## src/logic/fscr_pkg.sv

```systemverilog
// Constants and carrier types of the floppy/serial configuration register bank.
// Assumes index/data configuration space reached over a 32-bit APB, one index per word.
// Contract
// - Per-device indexes follow the selected device number
// - First serial port 01h, second 02h
// - Interrupt type reads fixed 02h, edge
// - DMA field 0-3 channel, 4 none
// - Floppy special: bit3 sharing, bit2 swap
// - Floppy special: bit1 three-mode, bit0 protect
// - Serial activate bit0 enable, rest reserved
// - Range check answers 55h or AAh
// - Range check only in ISA mode
// - Base high: upper nibble zero, lower RW
// - Base low: bits 7-3 RW, 2-0 zero
// - Level 0 none, 3 and Bh valid
// - Serial 1 special: bit1 sharing, bit0 MIDI
// - Special registers only in motherboard mode
package fscr_pkg;

  // Bus geometry
  localparam int APB_AW = 10;
  localparam int DATA_W = 32;
  localparam int IDX_LSB = 2;
  localparam int IDX_W = 8;

  // Configuration indexes
  localparam logic [7:0] IDX_LDN = 8'h07;
  localparam logic [7:0] IDX_MODE = 8'h2f;
  localparam logic [7:0] IDX_ACT = 8'h30;
  localparam logic [7:0] IDX_RCHK = 8'h31;
  localparam logic [7:0] IDX_BASE_HI = 8'h60;
  localparam logic [7:0] IDX_BASE_LO = 8'h61;
  localparam logic [7:0] IDX_IRQ_LVL = 8'h70;
  localparam logic [7:0] IDX_IRQ_TYPE = 8'h71;
  localparam logic [7:0] IDX_DMA = 8'h74;
  localparam logic [7:0] IDX_SPECIAL = 8'hf0;

  // Logical device numbers
  localparam logic [7:0] LDN_FLOPPY = 8'h00;
  localparam logic [7:0] LDN_UART1 = 8'h01;
  localparam logic [7:0] LDN_UART2 = 8'h02;

  // Writable bit masks
  localparam logic [7:0] MASK_ACT = 8'h01;
  localparam logic [7:0] MASK_RCHK = 8'h03;
  localparam logic [7:0] MASK_BASE_HI = 8'h0f;
  localparam logic [7:0] MASK_BASE_LO = 8'hf8;
  localparam logic [7:0] MASK_IRQ_LVL = 8'h0f;
  localparam logic [7:0] MASK_DMA = 8'h07;
  localparam logic [7:0] MASK_FSPEC = 8'h0f;
  localparam logic [7:0] MASK_USPEC = 8'h03;
  localparam logic [7:0] MASK_MODE = 8'h01;

  // Reset values
  localparam logic [7:0] RST_ZERO = 8'h00;
  localparam logic [7:0] RST_U1_BASE_HI = 8'h03;
  localparam logic [7:0] RST_U2_BASE_HI = 8'h02;
  localparam logic [7:0] RST_BASE_LO = 8'hf8;
  localparam logic [7:0] RST_U1_IRQ = 8'h04;
  localparam logic [7:0] RST_U2_IRQ = 8'h03;
  localparam logic [7:0] RST_DMA = 8'h02;

  // Fixed values and field positions
  localparam logic [7:0] IRQ_TYPE_EDGE = 8'h02;
  localparam logic [7:0] RCHK_ANS_SET = 8'h55;
  localparam logic [7:0] RCHK_ANS_CLR = 8'haa;
  localparam int RCHK_EN_BIT = 1;
  localparam int RCHK_PAT_BIT = 0;
  localparam int ACT_EN_BIT = 0;
  localparam int MODE_MB_BIT = 0;
  localparam int FSPEC_SHARE = 3;
  localparam int FSPEC_SWAP = 2;
  localparam int FSPEC_3MODE = 1;
  localparam int FSPEC_WP = 0;
  localparam int USPEC_SHARE = 1;
  localparam int USPEC_MIDI = 0;
  localparam int UART_SPAN_BITS = 3;
  localparam logic [3:0] IRQ_FIRST = 4'h3;
  localparam logic [3:0] IRQ_LAST = 4'hb;
  localparam logic [2:0] DMA_LAST = 3'h3;
  localparam logic [2:0] DMA_NONE = 3'h4;

  // Decoded serial port settings
  typedef struct packed {
    logic enable;
    logic [15:0] base;
    logic [15:0] irq_line;
    logic irq_share;
    logic midi;
  } fscr_uart_cfg_t;

  // Decoded floppy settings
  typedef struct packed {
    logic [3:0] dma_req;
    logic irq_share;
    logic swap_ab;
    logic three_mode;
    logic wr_protect;
  } fscr_floppy_cfg_t;

endpackage

```

## src/logic/fscr_top.sv

```systemverilog
// Configuration register bank for the floppy tail and both serial ports.
// Assumes an APB master on i_clk_sys and host I/O reads synchronous to the same clock.
`timescale 1ns/10ps
module fscr_top import fscr_pkg::*; (
  // Clock and reset
  input wire logic i_clk_sys,
  input wire logic i_rstn,
  // APB slave
  input wire logic i_psel,
  input wire logic i_penable,
  input wire logic i_pwrite,
  input wire logic [APB_AW-1:0] i_paddr,
  input wire logic [DATA_W-1:0] i_pwdata,
  output logic o_pready,
  output logic [DATA_W-1:0] o_prdata,
  output logic o_pslverr,
  // Host I/O read probe
  input wire logic i_io_rd,
  input wire logic [15:0] i_io_addr,
  output logic o_io_claim,
  output logic [7:0] o_io_rdata,
  // Decoded configuration
  output fscr_uart_cfg_t [1:0] o_uart_cfg,
  output fscr_floppy_cfg_t o_floppy_cfg
);

  logic [7:0] ldn_r;
  logic [7:0] mode_r;
  logic [1:0][7:0] uact_r;
  logic [1:0][7:0] urchk_r;
  logic [1:0][7:0] ubase_hi_r;
  logic [1:0][7:0] ubase_lo_r;
  logic [1:0][7:0] uirq_r;
  logic [7:0] uspec_r;
  logic [7:0] fdma_r;
  logic [7:0] fspec_r;
  logic [DATA_W-1:0] prdata_r;
  logic pslverr_r;
  logic io_claim_r;
  logic [7:0] io_rdata_r;
  fscr_uart_cfg_t [1:0] ucfg_r;
  fscr_floppy_cfg_t fcfg_r;

  logic [IDX_W-1:0] idx;
  logic aligned;
  logic mb_mode;
  logic sel_floppy;
  logic sel_uart;
  logic un;
  logic [7:0] rd_nxt;
  logic hit_nxt;
  logic setup;
  logic wr_en;
  logic [7:0] wd;
  logic [1:0][15:0] ubase;
  logic [1:0] io_hit;

  // Index decode and device routing
  assign idx = i_paddr[IDX_LSB +: IDX_W];
  assign aligned = (i_paddr[IDX_LSB-1:0] == '0);
  assign mb_mode = mode_r[MODE_MB_BIT];
  assign sel_floppy = (ldn_r == LDN_FLOPPY);
  assign sel_uart = (ldn_r == LDN_UART1) || (ldn_r == LDN_UART2);
  assign un = (ldn_r == LDN_UART2);
  assign wd = i_pwdata[7:0];
  assign setup = i_psel && !i_penable;
  assign wr_en = i_psel && i_penable && i_pwrite && aligned && hit_nxt;
  assign o_pready = 1'b1;

  // Full 16-bit base address of each serial port
  always_comb begin
    for (int n = 0; n < 2; n++) begin
      ubase[n] = {ubase_hi_r[n], ubase_lo_r[n]};
    end
  end

  // Read mux and mapped-address flag
  always_comb begin
    rd_nxt = RST_ZERO;
    hit_nxt = 1'b1;
    if (idx == IDX_LDN) begin
      rd_nxt = ldn_r;
    end else if (idx == IDX_MODE) begin
      rd_nxt = mode_r;
    end else if (sel_floppy && idx == IDX_IRQ_TYPE) begin
      rd_nxt = IRQ_TYPE_EDGE;
    end else if (sel_floppy && idx == IDX_DMA) begin
      rd_nxt = fdma_r;
    end else if (sel_floppy && idx == IDX_SPECIAL) begin
      rd_nxt = mb_mode ? fspec_r : RST_ZERO;
    end else if (sel_uart && idx == IDX_ACT) begin
      rd_nxt = uact_r[un];
    end else if (sel_uart && idx == IDX_RCHK) begin
      rd_nxt = urchk_r[un];
    end else if (sel_uart && idx == IDX_BASE_HI) begin
      rd_nxt = ubase_hi_r[un];
    end else if (sel_uart && idx == IDX_BASE_LO) begin
      rd_nxt = ubase_lo_r[un];
    end else if (sel_uart && idx == IDX_IRQ_LVL) begin
      rd_nxt = uirq_r[un];
    end else if (sel_uart && idx == IDX_IRQ_TYPE) begin
      rd_nxt = IRQ_TYPE_EDGE;
    end else if (sel_uart && !un && idx == IDX_SPECIAL) begin
      rd_nxt = mb_mode ? uspec_r : RST_ZERO;
    end else begin
      hit_nxt = 1'b0;
    end
  end

  // Read data and error captured in the setup cycle
  always_ff @(posedge i_clk_sys) begin
    if (!i_rstn) begin
      prdata_r <= '0;
      pslverr_r <= 1'b0;
    end else if (setup) begin
      prdata_r <= (!i_pwrite && aligned && hit_nxt) ? DATA_W'(rd_nxt) : '0;
      pslverr_r <= !(aligned && hit_nxt);
    end
  end
  assign o_prdata = prdata_r;
  assign o_pslverr = pslverr_r;

  // Global device selector and operating mode
  always_ff @(posedge i_clk_sys) begin
    if (!i_rstn) begin
      ldn_r <= RST_ZERO;
      mode_r <= RST_ZERO;
    end else if (wr_en && idx == IDX_LDN) begin
      ldn_r <= wd;
    end else if (wr_en && idx == IDX_MODE) begin
      mode_r <= wd & MASK_MODE;
    end
  end

  // Serial port register sets, addressed by the selected device
  always_ff @(posedge i_clk_sys) begin
    if (!i_rstn) begin
      uact_r <= {RST_ZERO, RST_ZERO};
      urchk_r <= {RST_ZERO, RST_ZERO};
      ubase_hi_r <= {RST_U2_BASE_HI, RST_U1_BASE_HI};
      ubase_lo_r <= {RST_BASE_LO, RST_BASE_LO};
      uirq_r <= {RST_U2_IRQ, RST_U1_IRQ};
    end else if (wr_en && sel_uart) begin
      if (idx == IDX_ACT) begin
        uact_r[un] <= wd & MASK_ACT;
      end else if (idx == IDX_RCHK) begin
        urchk_r[un] <= wd & MASK_RCHK;
      end else if (idx == IDX_BASE_HI) begin
        ubase_hi_r[un] <= wd & MASK_BASE_HI;
      end else if (idx == IDX_BASE_LO) begin
        ubase_lo_r[un] <= wd & MASK_BASE_LO;
      end else if (idx == IDX_IRQ_LVL) begin
        uirq_r[un] <= wd & MASK_IRQ_LVL;
      end
    end
  end

  // Special registers, writable only in motherboard mode
  always_ff @(posedge i_clk_sys) begin
    if (!i_rstn) begin
      uspec_r <= RST_ZERO;
      fspec_r <= RST_ZERO;
    end else if (wr_en && mb_mode && idx == IDX_SPECIAL) begin
      if (sel_uart && !un) begin
        uspec_r <= wd & MASK_USPEC;
      end else if (sel_floppy) begin
        fspec_r <= wd & MASK_FSPEC;
      end
    end
  end

  // Floppy DMA channel field
  always_ff @(posedge i_clk_sys) begin
    if (!i_rstn) begin
      fdma_r <= RST_DMA;
    end else if (wr_en && sel_floppy && idx == IDX_DMA) begin
      fdma_r <= wd & MASK_DMA;
    end
  end

  // Range check hit per port, ISA mode only
  always_comb begin
    for (int n = 0; n < 2; n++) begin
      io_hit[n] = urchk_r[n][RCHK_EN_BIT] && !mb_mode
        && (i_io_addr[15:UART_SPAN_BITS] == ubase[n][15:UART_SPAN_BITS]);
    end
  end

  // Range check answer, one cycle after the read
  always_ff @(posedge i_clk_sys) begin
    if (!i_rstn) begin
      io_claim_r <= 1'b0;
      io_rdata_r <= RST_ZERO;
    end else begin
      io_claim_r <= i_io_rd && (io_hit != '0);
      if (i_io_rd && io_hit[0]) begin
        io_rdata_r <= urchk_r[0][RCHK_PAT_BIT] ? RCHK_ANS_SET : RCHK_ANS_CLR;
      end else if (i_io_rd && io_hit[1]) begin
        io_rdata_r <= urchk_r[1][RCHK_PAT_BIT] ? RCHK_ANS_SET : RCHK_ANS_CLR;
      end else begin
        io_rdata_r <= RST_ZERO;
      end
    end
  end
  assign o_io_claim = io_claim_r;
  assign o_io_rdata = io_rdata_r;

  // Interrupt level to one-hot request line
  function automatic logic [15:0] irq_decode(input logic [3:0] lvl);
    logic [15:0] line;
    line = '0;
    if (lvl >= IRQ_FIRST && lvl <= IRQ_LAST) begin
      line[lvl] = 1'b1;
    end
    return line;
  endfunction

  // Serial port settings toward the function units
  always_ff @(posedge i_clk_sys) begin
    if (!i_rstn) begin
      ucfg_r <= '0;
    end else begin
      for (int n = 0; n < 2; n++) begin
        ucfg_r[n].enable <= uact_r[n][ACT_EN_BIT];
        ucfg_r[n].base <= ubase[n];
        ucfg_r[n].irq_line <= irq_decode(uirq_r[n][3:0]);
      end
      ucfg_r[0].irq_share <= mb_mode && uspec_r[USPEC_SHARE];
      ucfg_r[0].midi <= mb_mode && uspec_r[USPEC_MIDI];
      ucfg_r[1].irq_share <= 1'b0;
      ucfg_r[1].midi <= 1'b0;
    end
  end
  assign o_uart_cfg = ucfg_r;

  // Floppy settings toward the function unit
  always_ff @(posedge i_clk_sys) begin
    if (!i_rstn) begin
      fcfg_r <= '0;
    end else begin
      fcfg_r.dma_req <= (fdma_r[2:0] <= DMA_LAST) ? 4'(4'h1 << fdma_r[1:0]) : 4'h0;
      fcfg_r.irq_share <= mb_mode && fspec_r[FSPEC_SHARE];
      fcfg_r.swap_ab <= mb_mode && fspec_r[FSPEC_SWAP];
      fcfg_r.three_mode <= mb_mode && fspec_r[FSPEC_3MODE];
      fcfg_r.wr_protect <= mb_mode && fspec_r[FSPEC_WP];
    end
  end
  assign o_floppy_cfg = fcfg_r;
endmodule

```

## config.mk

```make
export PLATFORM = sky130hd
export DESIGN_NAME = fscr_top
export DESIGN_NICKNAME = d
export VERILOG_FILES = /design/src/logic/fscr_pkg.sv /design/src/logic/fscr_top.sv
export SDC_FILE = /design/constraint.sdc
export NUM_CORES = 1
export LEC_CHECK = 0
export BUFFER_PORTS_ARGS = -buffer_cell sky130_fd_sc_hd__buf_2
export CAP_MARGIN = 20
export CORE_ASPECT_RATIO = 0.7
export CORE_UTILIZATION = 54
export DETAILED_ROUTE_END_ITERATION = 10
export GPL_TIMING_DRIVEN = 1
export PLACE_DENSITY = 0.85
export SETUP_SLACK_MARGIN = 0.05
export SLEW_MARGIN = 40
export SYNTH_ARGS = -nofsm -noshare
export SYNTH_HDL_FRONTEND = slang
export SYNTH_SLANG_ARGS = --single-unit
```

## constraint.sdc

```tcl
create_clock -name i_clk_sys -period 4.53 [get_ports i_clk_sys]
set_input_delay 0.906 -clock i_clk_sys [delete_from_list [all_inputs] [get_ports i_clk_sys]]
set_output_delay 0.906 -clock i_clk_sys [all_outputs]
set_load 0.01 [all_outputs]
```

# Word-level counts from Yosys, hierarchy flattened
# Cells that the tools add are included.
dict set report totals {
  register_bits 216
  in_bits 64
  word_cells 180
}
dict set report op_classes {
  magnitude_cmp 11
  n_eq_ne 14
  shift 1
  mux 52
  bitwise_logic 6
  n_reduce_logical 64
}
# operator n
set op_table {}
lappend op_table {{two-way mux 8 bit} 26}
lappend op_table {{bitwise mux 16 bit} 5}
lappend op_table {{logical AND 1 bit} 44}
lappend op_table {{equality test 8 x 7 -> 1 bit (second input constant)} 5}
lappend op_table {{equality test 13 bit} 2}
lappend op_table {{equality test 8 x 6 -> 1 bit (second input constant)} 3}
lappend op_table {{two-way mux 1 bit} 14}
lappend op_table {{AND reduction 2 bit} 6}
lappend op_table {{less-than comparator 4 x 5 -> 1 bit (second input constant)} 2}
lappend op_table {{demux 1 bit (select 4 bit)} 2}
lappend op_table {{demux 8 bit (select 1 bit)} 1}
lappend op_table {{equality test 8 x 1 -> 1 bit (second input constant)} 1}
lappend op_table {{equality test 8 x 2 -> 1 bit (second input constant)} 1}
lappend op_table {{equality test 8 x 3 -> 1 bit (second input constant)} 1}
lappend op_table {{equality test 8 bit (second input constant)} 1}
lappend op_table {{>= comparator 4 x 1 -> 1 bit (second input constant)} 2}
lappend op_table {{>= comparator 4 x 2 -> 1 bit (second input constant)} 2}
lappend op_table {{less-or-equal comparator 4 bit (second input constant)} 2}
lappend op_table {{logical NOT 8 bit} 1}
lappend op_table {{two-way mux 2 bit} 3}
lappend op_table {{NOT 1 bit} 6}
lappend op_table {{AND reduction 3 bit} 2}
lappend op_table {{AND reduction 6 bit} 1}
lappend op_table {{logical NOT 1 bit} 5}
lappend op_table {{10 further kinds} 10}

# Longest topological paths before layout
# Gate-level depths: netlist (run 1).
dict set report logic_depth {
  ltp_word 20
  ltp_mapped 8
}

# Worst setup path after synthesis (run 1)
# Ideal clock, no wire load.
dict set report synth_timing {
  path_type {in2reg}
  start {input port i_paddr[5]}
  end {register uirq_r[2] in the netlist's numbering}
  setup_time_ns 0.129
  t_arrival_ns 2.285
  slack_ns 2.116
  stages 7
  cell_sequence {buf_2 -> nor4_4 -> and3_2 -> nand3_2 -> nor2_2 -> mux2i_1 -> nand2_1}
}
dict set report synth_between {
  elab_chain_cells 17
  word_cells_on_any_way 39
  cone_classes {eq/ne: 10; mux: 12; bitwise: 4; reduce/logical: 13}
}
# element line_no
set synth_lines {}
lappend synth_lines {{from (decl)} fscr_top.sv:12} ;# input wire logic [APB_AW-1:0] i_paddr,
lappend synth_lines {{equality test 8 bit} {fscr_top.sv:89, fscr_top.sv:103}}
lappend synth_lines {{logical AND 1 bit} fscr_top.sv:103} ;# end else if (sel_uart && !un && idx == IDX_SPECIAL) begin
lappend synth_lines {{two-way mux 1 bit} fscr_top.sv:103}
lappend synth_lines {{two-way mux 1 bit} fscr_top.sv:101} ;# end else if (sel_uart && idx == IDX_IRQ_TYPE) begin
lappend synth_lines {{two-way mux 1 bit} fscr_top.sv:99} ;# end else if (sel_uart && idx == IDX_IRQ_LVL) begin
lappend synth_lines {{two-way mux 1 bit} fscr_top.sv:97} ;# end else if (sel_uart && idx == IDX_BASE_LO) begin
lappend synth_lines {{two-way mux 1 bit} fscr_top.sv:95} ;# end else if (sel_uart && idx == IDX_BASE_HI) begin
lappend synth_lines {{two-way mux 1 bit} fscr_top.sv:93} ;# end else if (sel_uart && idx == IDX_RCHK) begin
lappend synth_lines {{two-way mux 1 bit} fscr_top.sv:91} ;# end else if (sel_uart && idx == IDX_ACT) begin
lappend synth_lines {{two-way mux 1 bit} fscr_top.sv:89} ;# end else if (sel_floppy && idx == IDX_SPECIAL) begin
lappend synth_lines {{two-way mux 1 bit} fscr_top.sv:87} ;# end else if (sel_floppy && idx == IDX_DMA) begin
lappend synth_lines {{two-way mux 1 bit} fscr_top.sv:85} ;# end else if (sel_floppy && idx == IDX_IRQ_TYPE) begin
lappend synth_lines {{two-way mux 1 bit} fscr_top.sv:83} ;# end else if (idx == IDX_MODE) begin
lappend synth_lines {{two-way mux 1 bit} fscr_top.sv:81} ;# if (idx == IDX_LDN) begin
lappend synth_lines {{logical AND 1 bit} fscr_top.sv:67} ;# assign wr_en = i_psel && i_penable && i_pwrite && aligned && hit_nxt;
lappend synth_lines {{logical AND 1 bit} fscr_top.sv:143} ;# end else if (wr_en && sel_uart) begin
lappend synth_lines {{AND reduction 6 bit (no line) *} --}
lappend synth_lines {{to (signal assigned)} fscr_top.sv:142} ;# uirq_r <= {RST_U2_IRQ, RST_U1_IRQ};
lappend synth_lines {{to (signal, indexed assignment)} fscr_top.sv:153} ;# uirq_r[un] <= wd & MASK_IRQ_LVL;
lappend synth_lines {{to (decl)} fscr_top.sv:33} ;# logic [1:0][7:0] uirq_r;
# Every way passes the cells marked *; elsewhere a longest branch is shown, timed or not.
# A chain may end at the register's enable or synchronous reset.

# Worst setup path in the final report (run 1)
dict set report layout_timing {
  start {register ldn_r[0]}
  end {register prdata_r[1] (netlist: o_prdata[1])}
}
dict set report layout_between {
  elab_chain_cells 18
  word_cells_on_any_way 52
  cone_classes {eq/ne: 2; mux: 35; reduce/logical: 15}
}
# element line_no
set layout_lines {}
lappend layout_lines {{from (decl)} fscr_top.sv:27} ;# logic [7:0] ldn_r;
lappend layout_lines {{from (signal assigned)} fscr_top.sv:129} ;# ldn_r <= wd;
lappend layout_lines {{equality test 8 x 1 -> 1 bit or equality test 8 x 2 -> 1 bit (tied branches)} {fscr_top.sv:63, fscr_top.sv:64}}
lappend layout_lines {{logical OR 1 bit or logical NOT 1 bit (tied branches)} {fscr_top.sv:63, fscr_top.sv:103}}
lappend layout_lines {{logical AND 1 bit (2 in series)} fscr_top.sv:103}
lappend layout_lines {{two-way mux 1 bit} fscr_top.sv:103}
lappend layout_lines {{two-way mux 1 bit} fscr_top.sv:101}
lappend layout_lines {{two-way mux 1 bit} fscr_top.sv:99}
lappend layout_lines {{two-way mux 1 bit} fscr_top.sv:97}
lappend layout_lines {{two-way mux 1 bit} fscr_top.sv:95}
lappend layout_lines {{two-way mux 1 bit} fscr_top.sv:93}
lappend layout_lines {{two-way mux 1 bit} fscr_top.sv:91}
lappend layout_lines {{two-way mux 1 bit} fscr_top.sv:89}
lappend layout_lines {{two-way mux 1 bit} fscr_top.sv:87}
lappend layout_lines {{two-way mux 1 bit} fscr_top.sv:85}
lappend layout_lines {{two-way mux 1 bit} fscr_top.sv:83}
lappend layout_lines {{two-way mux 1 bit} fscr_top.sv:81}
lappend layout_lines {{logical AND 1 bit} fscr_top.sv:116} ;# prdata_r <= (!i_pwrite && aligned && hit_nxt) ? DATA_W'(rd_nxt) : '0;
lappend layout_lines {{two-way mux 8 bit *} fscr_top.sv:116}
lappend layout_lines {{to (signal assigned)} fscr_top.sv:116}
lappend layout_lines {{to (decl)} fscr_top.sv:37} ;# logic [DATA_W-1:0] prdata_r;
# Every way passes the cells marked *; elsewhere a longest branch is shown, timed or not. The select of a mux whose other input is x is not followed.

==> out/results.tsv, run 1 <==
metric	value	unit
synth-main-ff-cell	dfxtp_1	
grt_pass1_vias	4021	
antenna_found_initial	0	
cp.arrival	2.79	ns
port_buffers	116	
cts_hold_buf	0	
rsz0062_at_grt	no	
syn-mean-instance-area	9.74	um2
dr.pass1.iters	4	
synth-seq-cells	124	
skew	0.00658	ns
synthCells	551	
post-place-ws	1.72	ns
synth_area_leaders	dfxtp_1 (46%), mux2i_1 (9.9%), buf_4 (7.0%)	
status	finished, final reports clean	
clk-insertion-delay-late	0.41	ns
die_area	10300	um2
synth_edf_count	0	
grt.overflow.total	0	
finalHoldViolations	0	
postRouteAntennaNets	0	
cts.sinks	124	
io_pins	185	
setup_violations	0	
wl_per_cell	16.5	um
hpwl	9510	um
worstHoldStart	o_prdata[7]	
relSlewSlack	57.2	%
fin_cells	813	
regArea	2480	um2
crit_type	register to register	
yosysTopAreaCell	dfxtp_1	
drv_cap	0	
startpoint	ldn_r[0]	
cts_tree	yes	
finalWorstSetupSlack	2.01	ns
cp.required	4.80	ns
initialDrtViolationCount	316	
peakVddDrop	0.249	mV
antenna_cells	0	
cpLargestDelayFamily	compound AO/OA/AOI/OAI gates	
die_h	85.4	um
p_leak	2.69	nW
path_buf_inv	1	
syn-cell-area	5370	um2
max_stage_delay	0.60	ns
post_drt_via_cell_ratio	5.32	
setup_tns	0	ns
yosysWarnings	0	
nets	736	
seq_area_frac_synth	46.2	%
max_freq	0.396	GHz
min_period_over_period	55.7	%
grt_pass1_wl	20500	um
synth_cell_type_count	66	
groute.usage.overall	26.6	%
gp_congestion	0.882	
grt_start_max_net_pins	42	
synth_top_area_share	46.2	%
syn2layout_area_growth	21.2	%
postSynth.asyncResetShare	0	%
drv_slew	0	
drive_gt1_share	25.4	%
dp.cells	781	
crit_chain	and2b_1 > buf_4 > mux2_2 > o21ai_0 > o22ai_1 > a2111oi_0 > a22oi_1	
cp_max_fo	13	
finalWirelength	13400	um
fillers	803	
vias	4324	
multi_input_area	2620	um2
power.total	2.68	mW
layout_min_cycle_time	2.52	ns
rows	30	
initial_core_util	55.4	%
clk_pin_slew	0.05	ns
cts_resized	0	
die_width	121	um
core_area	9680	um2
critPathSlowestCell	a2111oi_0	
hold_class	register to register	
cts_buffer_depth	2	
cts_setup_buffers	0	
r2r-start	ldn_r[0]	
p_per_area	412	nW/um2
tightest_slew	0.625	ns
cts_max_level	4	
cts_buffers	17	
cts-root-buf	clkbuf_16	
drc	0	
cp-start-kind	register	
end_kind	register	
-- sequential cells by signal, indices dropped and copies added (netlist names) --
| register | cells |
|---|---|
| o_floppy_cfg | 8 |
| o_prdata | 8 |
| o_io_rdata | 2 |
| fdma_r | 3 |
| o_pslverr | 1 |
| uirq_r | 8 |
| o_uart_cfg | 54 |
| ldn_r | 8 |
| mode_r | 1 |
| ubase | 18 |
| o_io_claim | 1 |
| fspec_r | 4 |
| uspec_r | 2 |
| urchk_r | 4 |
| uact_r | 2 |
-- report_power, final --
group	internal [mW]	leakage (nW)	switching, mW	total [mW]
sequential	1.11	1.01	0.00309	1.11
combinational	0.0433	1.37	0.0804	0.124
clock	0.972	0.308	0.473	1.45
total	2.12	2.69	0.557	2.68
-- worst paths after layout --
check / endpoint / slack [ns] / depth (start not counted)
setup / recovery: o_prdata[1] / 2.01 / 7
hold / removal: o_prdata[7] / 0.45 / 2
setup reg to reg: o_prdata[1] / 2.01 / 7
hold reg to reg: o_prdata[7] / 0.45 / 2
-- metrics by stage --
step,cell area (um2),util [%],hold WS [ns]
after floorplan,5570,-,0.440
after global placement,5870,60.7,0.436
after detailed placement,5870,60.7,0.444
after global routing,6510,67.2,0.483
final,6510,67.2,0.454
after CTS,6510,67.2,0.454
-- cell type report --
| type | count | share of cell area [%] |
|---|---|---|
| flip-flops and latches | 124 | 38.2 |
| clock buffers | 20 | 6.71 |
| multi-input cells | 408 | 40.3 |
| well taps | 128 | 2.46 |
| inverters | 2 | 0.115 |
| clock inverters | 12 | 3.00 |
| repair buffers | 119 | 9.27 |
-- cells in the mapped netlist (3+ instances only) --
| cell | n |
|---|---|
| dfxtp_1 | 124 |
| mux2i_1 | 53 |
| buf_4 | 50 |
| nand2_1 | 43 |
| nor2_1 | 34 |
| nor2b_1 | 31 |
| and2_1 | 23 |
| o21ai_0 | 19 |
| xnor2_1 | 19 |
| nand3_1 | 16 |
| clkbuf_1 | 15 |
| nor3_1 | 12 |
| and3_1 | 9 |
| nand4_1 | 7 |
| a21boi_0 | 5 |
| a21oi_1 | 5 |
| nand2b_1 | 5 |
| nand3b_1 | 5 |
| o21ai_1 | 5 |
| a22oi_1 | 4 |
| and4b_1 | 3 |
| nand3_2 | 3 |
| nor4_1 | 3 |
-- logic make-up after synthesis --
group	synth area share, %
simple gates	24.4
xor+xnor	3.40
mux	10.3
buf+inv	8.62
other cells	0.140
compound gates	6.85
flops	46.2
-- layer usage --
| layer | routed length (um) | track usage, % | part of all wire, % |
|---|---|---|---|
| met1 | 6150 | 35.8 | 46 |
| met2 | 5870 | 39.5 | 44 |
| met3 | 1080 | 6.38 | 8.0 |
| met4 | 313 | 14.1 | 2.3 |
| met5 | 0 | 0 | 0 |
-- cell usage in the layout, fill, tap and decap left out, types with 4 or more instances in the layout --
| cell type | netlist | final |
|---|---|---|
| nand3_1 | 16 | 16 |
| nand2_1 | 43 | 43 |
| nand3b_1 | 5 | 5 |
| conb_1 | 2 | 55 |
| o21ai_0 | 19 | 19 |
| mux2i_1 | 53 | 53 |
| nor3_1 | 12 | 12 |
| clkinv_2 | 0 | 4 |
| nand2b_1 | 5 | 5 |
| buf_2 | 2 | 116 |
| bufinv_16 | 0 | 5 |
| and3_1 | 9 | 9 |
| nand4_1 | 7 | 7 |
| a21oi_1 | 5 | 5 |
| a22oi_1 | 4 | 4 |
| a21boi_0 | 5 | 5 |
| dfxtp_1 | 124 | 124 |
| nor2_1 | 34 | 34 |
| nor2b_1 | 31 | 31 |
| xnor2_1 | 19 | 19 |
| o21ai_1 | 5 | 5 |
| and2_1 | 23 | 23 |
| clkbuf_16 | 0 | 17 |
-- worst reg2reg max path: stages (launching register included) --
cell	delay, ns
dfxtp_1	0.59
and2b_1	0.24
buf_4	0.20
mux2_2	0.32
o21ai_0	0.14
o22ai_1	0.11
a2111oi_0	0.60
a22oi_1	0.18
No activity file was read; power rests on OpenSTA's default activity.
==> inputs of run 2 (changes only) <==
Settings changed: CORE_UTILIZATION 54 to 45, PLACE_DENSITY 0.85 to 0.76.
Clock period 4.53 ns to 2.14 ns, I/O delays scaled along.
==> run 2 against run 1 <==
Net effect:
- largest power group unchanged
- worst setup slack lost 1.9 ns
- core utilization is 7.4 points lower
- final cell count grew 7.0%
==> out/results.tsv, run 2 (same netlist as run 1, synthesis figures left out) <==
metric	value	unit	change
status	finished, final reports clean		
cts_buffers	17		unchanged
p_per_area	797	nW/um2	+94%
design_area	6750	um2	+3.7%
rows	32		+6.7%
min_to	ubase[5]		
finalWirelength	13400	um	about the same
min_path_cells	3		+1
crit_type	register to register		
grt_pass1_vias	4182		+4.0%
cp.arrival	2.28	ns	-0.51 ns
final_cell_mix	dfxtp_1 (124), buf_2 (116), conb_1 (55)		
cts.sinks	124		unchanged
placed_cell_area	6150	um2	+4.7%
r2r-start	ldn_r[0]		
finalWorstSetupSlack	0.156	ns	-1.85 ns
port_buffers	116		unchanged
clk-insertion-delay-late	0.42	ns	about the same
initialDrtViolationCount	184		-42%
largest_register_ffs	54		unchanged
post_drt_via_cell_ratio	4.93		-7.3%
finalHoldViolations	0		unchanged
p_leak	2.82	nW	+4.8%
drive_gt1_share	29.0	%	+3.6 points
dr.pass1.iters	4		unchanged
wl_per_cell	15.4	um	-6.5%
postRouteAntennaNets	0		unchanged
reg2reg_depth	7		unchanged
grt_start_max_net_pins	82		+95%
r2r_slack	0.16	ns	-1.85 ns
hold_class	input port to register		
final_common_cell	dfxtp_1		
power.total	5.38	mW	+100%
io_pins	185		unchanged
antenna_cells	0		unchanged
setup_tns	0	ns	unchanged
syn2layout_area_growth	25.7	%	
post-place-ws	0.0126	ns	-1.70 ns
worstHoldStart	i_pwdata[5]		
drc	0		unchanged
nets	768		+4.3%
drv_cap	0		unchanged
peakVddDrop	0.509	mV	+100%
end_kind	register		
antenna_found_initial	0		unchanged
die_h	93.4	um	+9.3%
cp-start-kind	register		
groute.usage.overall	22.6	%	-4.0 points
rsz0062_at_grt	yes		
max_freq	0.504	GHz	+27%
clk_pin_slew	0.05	ns	about the same
cts_hold_buf	0		unchanged
worstReg2RegEnd	o_prdata[2]		
die_width	133	um	+9.4%
vias	4289		-0.81%
gp_congestion	0.914		+3.7%
skew	0.0124	ns	+0.00587 ns
hpwl	10200	um	+7.3%
min_period_over_period	92.7	%	+37 points
cts_buffer_depth	2		unchanged
grt_pass1_wl	21200	um	+3.0%
cts_max_level	4		unchanged
fillers	1014		+26%
cp.required	2.43	ns	-2.37 ns
cts_tree	yes		
grt.overflow.total	0		unchanged
setup_violations	0		unchanged
initial_core_util	47.5	%	-7.9 points
layout_min_cycle_time	1.98	ns	-0.539 ns
fin_cells	870		+7.0%
drv_slew	0		unchanged
die_area	12400	um2	+20%
core_area	11300	um2	+17%
dp.cells	837		+7.2%
cts-root-buf	clkbuf_16		
cp_max_fo	12		-1
==> run 2: cell count changes in the layout (fill, tap and decap cells not counted) <==
cell        before  now
clkinvlp_4       1    3
a2111oi_0        1    0
a2111oi_1        0    1
xor2_4           0    1
clkinv_4         2    3
clkbuf_1         3    1
xor2_2           1    0
bufinv_16        5    2
inv_6            0    2
buf_4            3   34
buf_12           0    1
==> run 2: timing repair <==
item / in CTS / in global routing
endpoints found under the setup margin: 0 / 21
gates resized for setup: 0 / 2
buffers inserted: 0 / 1
==> run 2: layout make-up <==
| cell class | instances | area, um2 | area share [%] |
|---|---|---|---|
| multi-input combinational | 408 | 2630 | 39.0 |
| sequential | 124 | 2480 | 36.8 |
| timing repair buffer | 151 | 856 | 12.7 |
| clock buffer | 18 | 429 | 6.36 |
| tap | 153 | 191 | 2.84 |
| clock inverter | 14 | 146 | 2.17 |
| inverter | 2 | 7.51 | 0.111 |
==> run 2: how the worst max path moves through the flow <==
stage          slack [ns]          end       start
4_1_cts              0.08    ubase[21]    ldn_r[5]
6_report             0.16  o_prdata[2]    ldn_r[0]
5_1_grt              0.04  o_prdata[2]    ldn_r[0]
3_3_place_gp         0.02  o_prdata[0]  i_paddr[4]
2_1_floorplan        0.20    uirq_r[2]  i_paddr[5]
3_5_place_dp         0.01  o_prdata[0]  i_paddr[4]
==> run 2: critical path: stages, from the launching register on <==
cell,delay (ns)
dfxtp_1,0.32
and2b_1,0.21
buf_4,0.24
mux2i_1,0.28
o22ai_1,0.12
a221oi_1,0.41
a2bb2oi_1,0.20
o21ai_0,0.09
==> run 2: power by group <==
part | leakage, nW | switching [mW] | internal, mW
sequential | 1.01 | 0.00733 | 2.34
combinational | 1.53 | 0.167 | 0.102
clock | 0.276 | 1.05 | 1.71
total | 2.82 | 1.22 | 4.16
==> run 2: through the flow <==
step | hold slack (ns) | utilization [%]
after detailed placement | 0.446 | 54.5
after floorplan | 0.440 | -
after global routing | 0.280 | 59.8
final | 0.279 | 59.8
after global placement | 0.435 | 54.5
after CTS | 0.260 | 59.6
==> run 2: metal layers <==
layer  part of all wire [%]  wire length (um)  global-route usage (%)
met4                    1.0               139                    7.18
met3                    5.7               768                    6.07
met1                     47              6350                    29.2
met2                     46              6160                    36.7
met5                      0                 0                       0
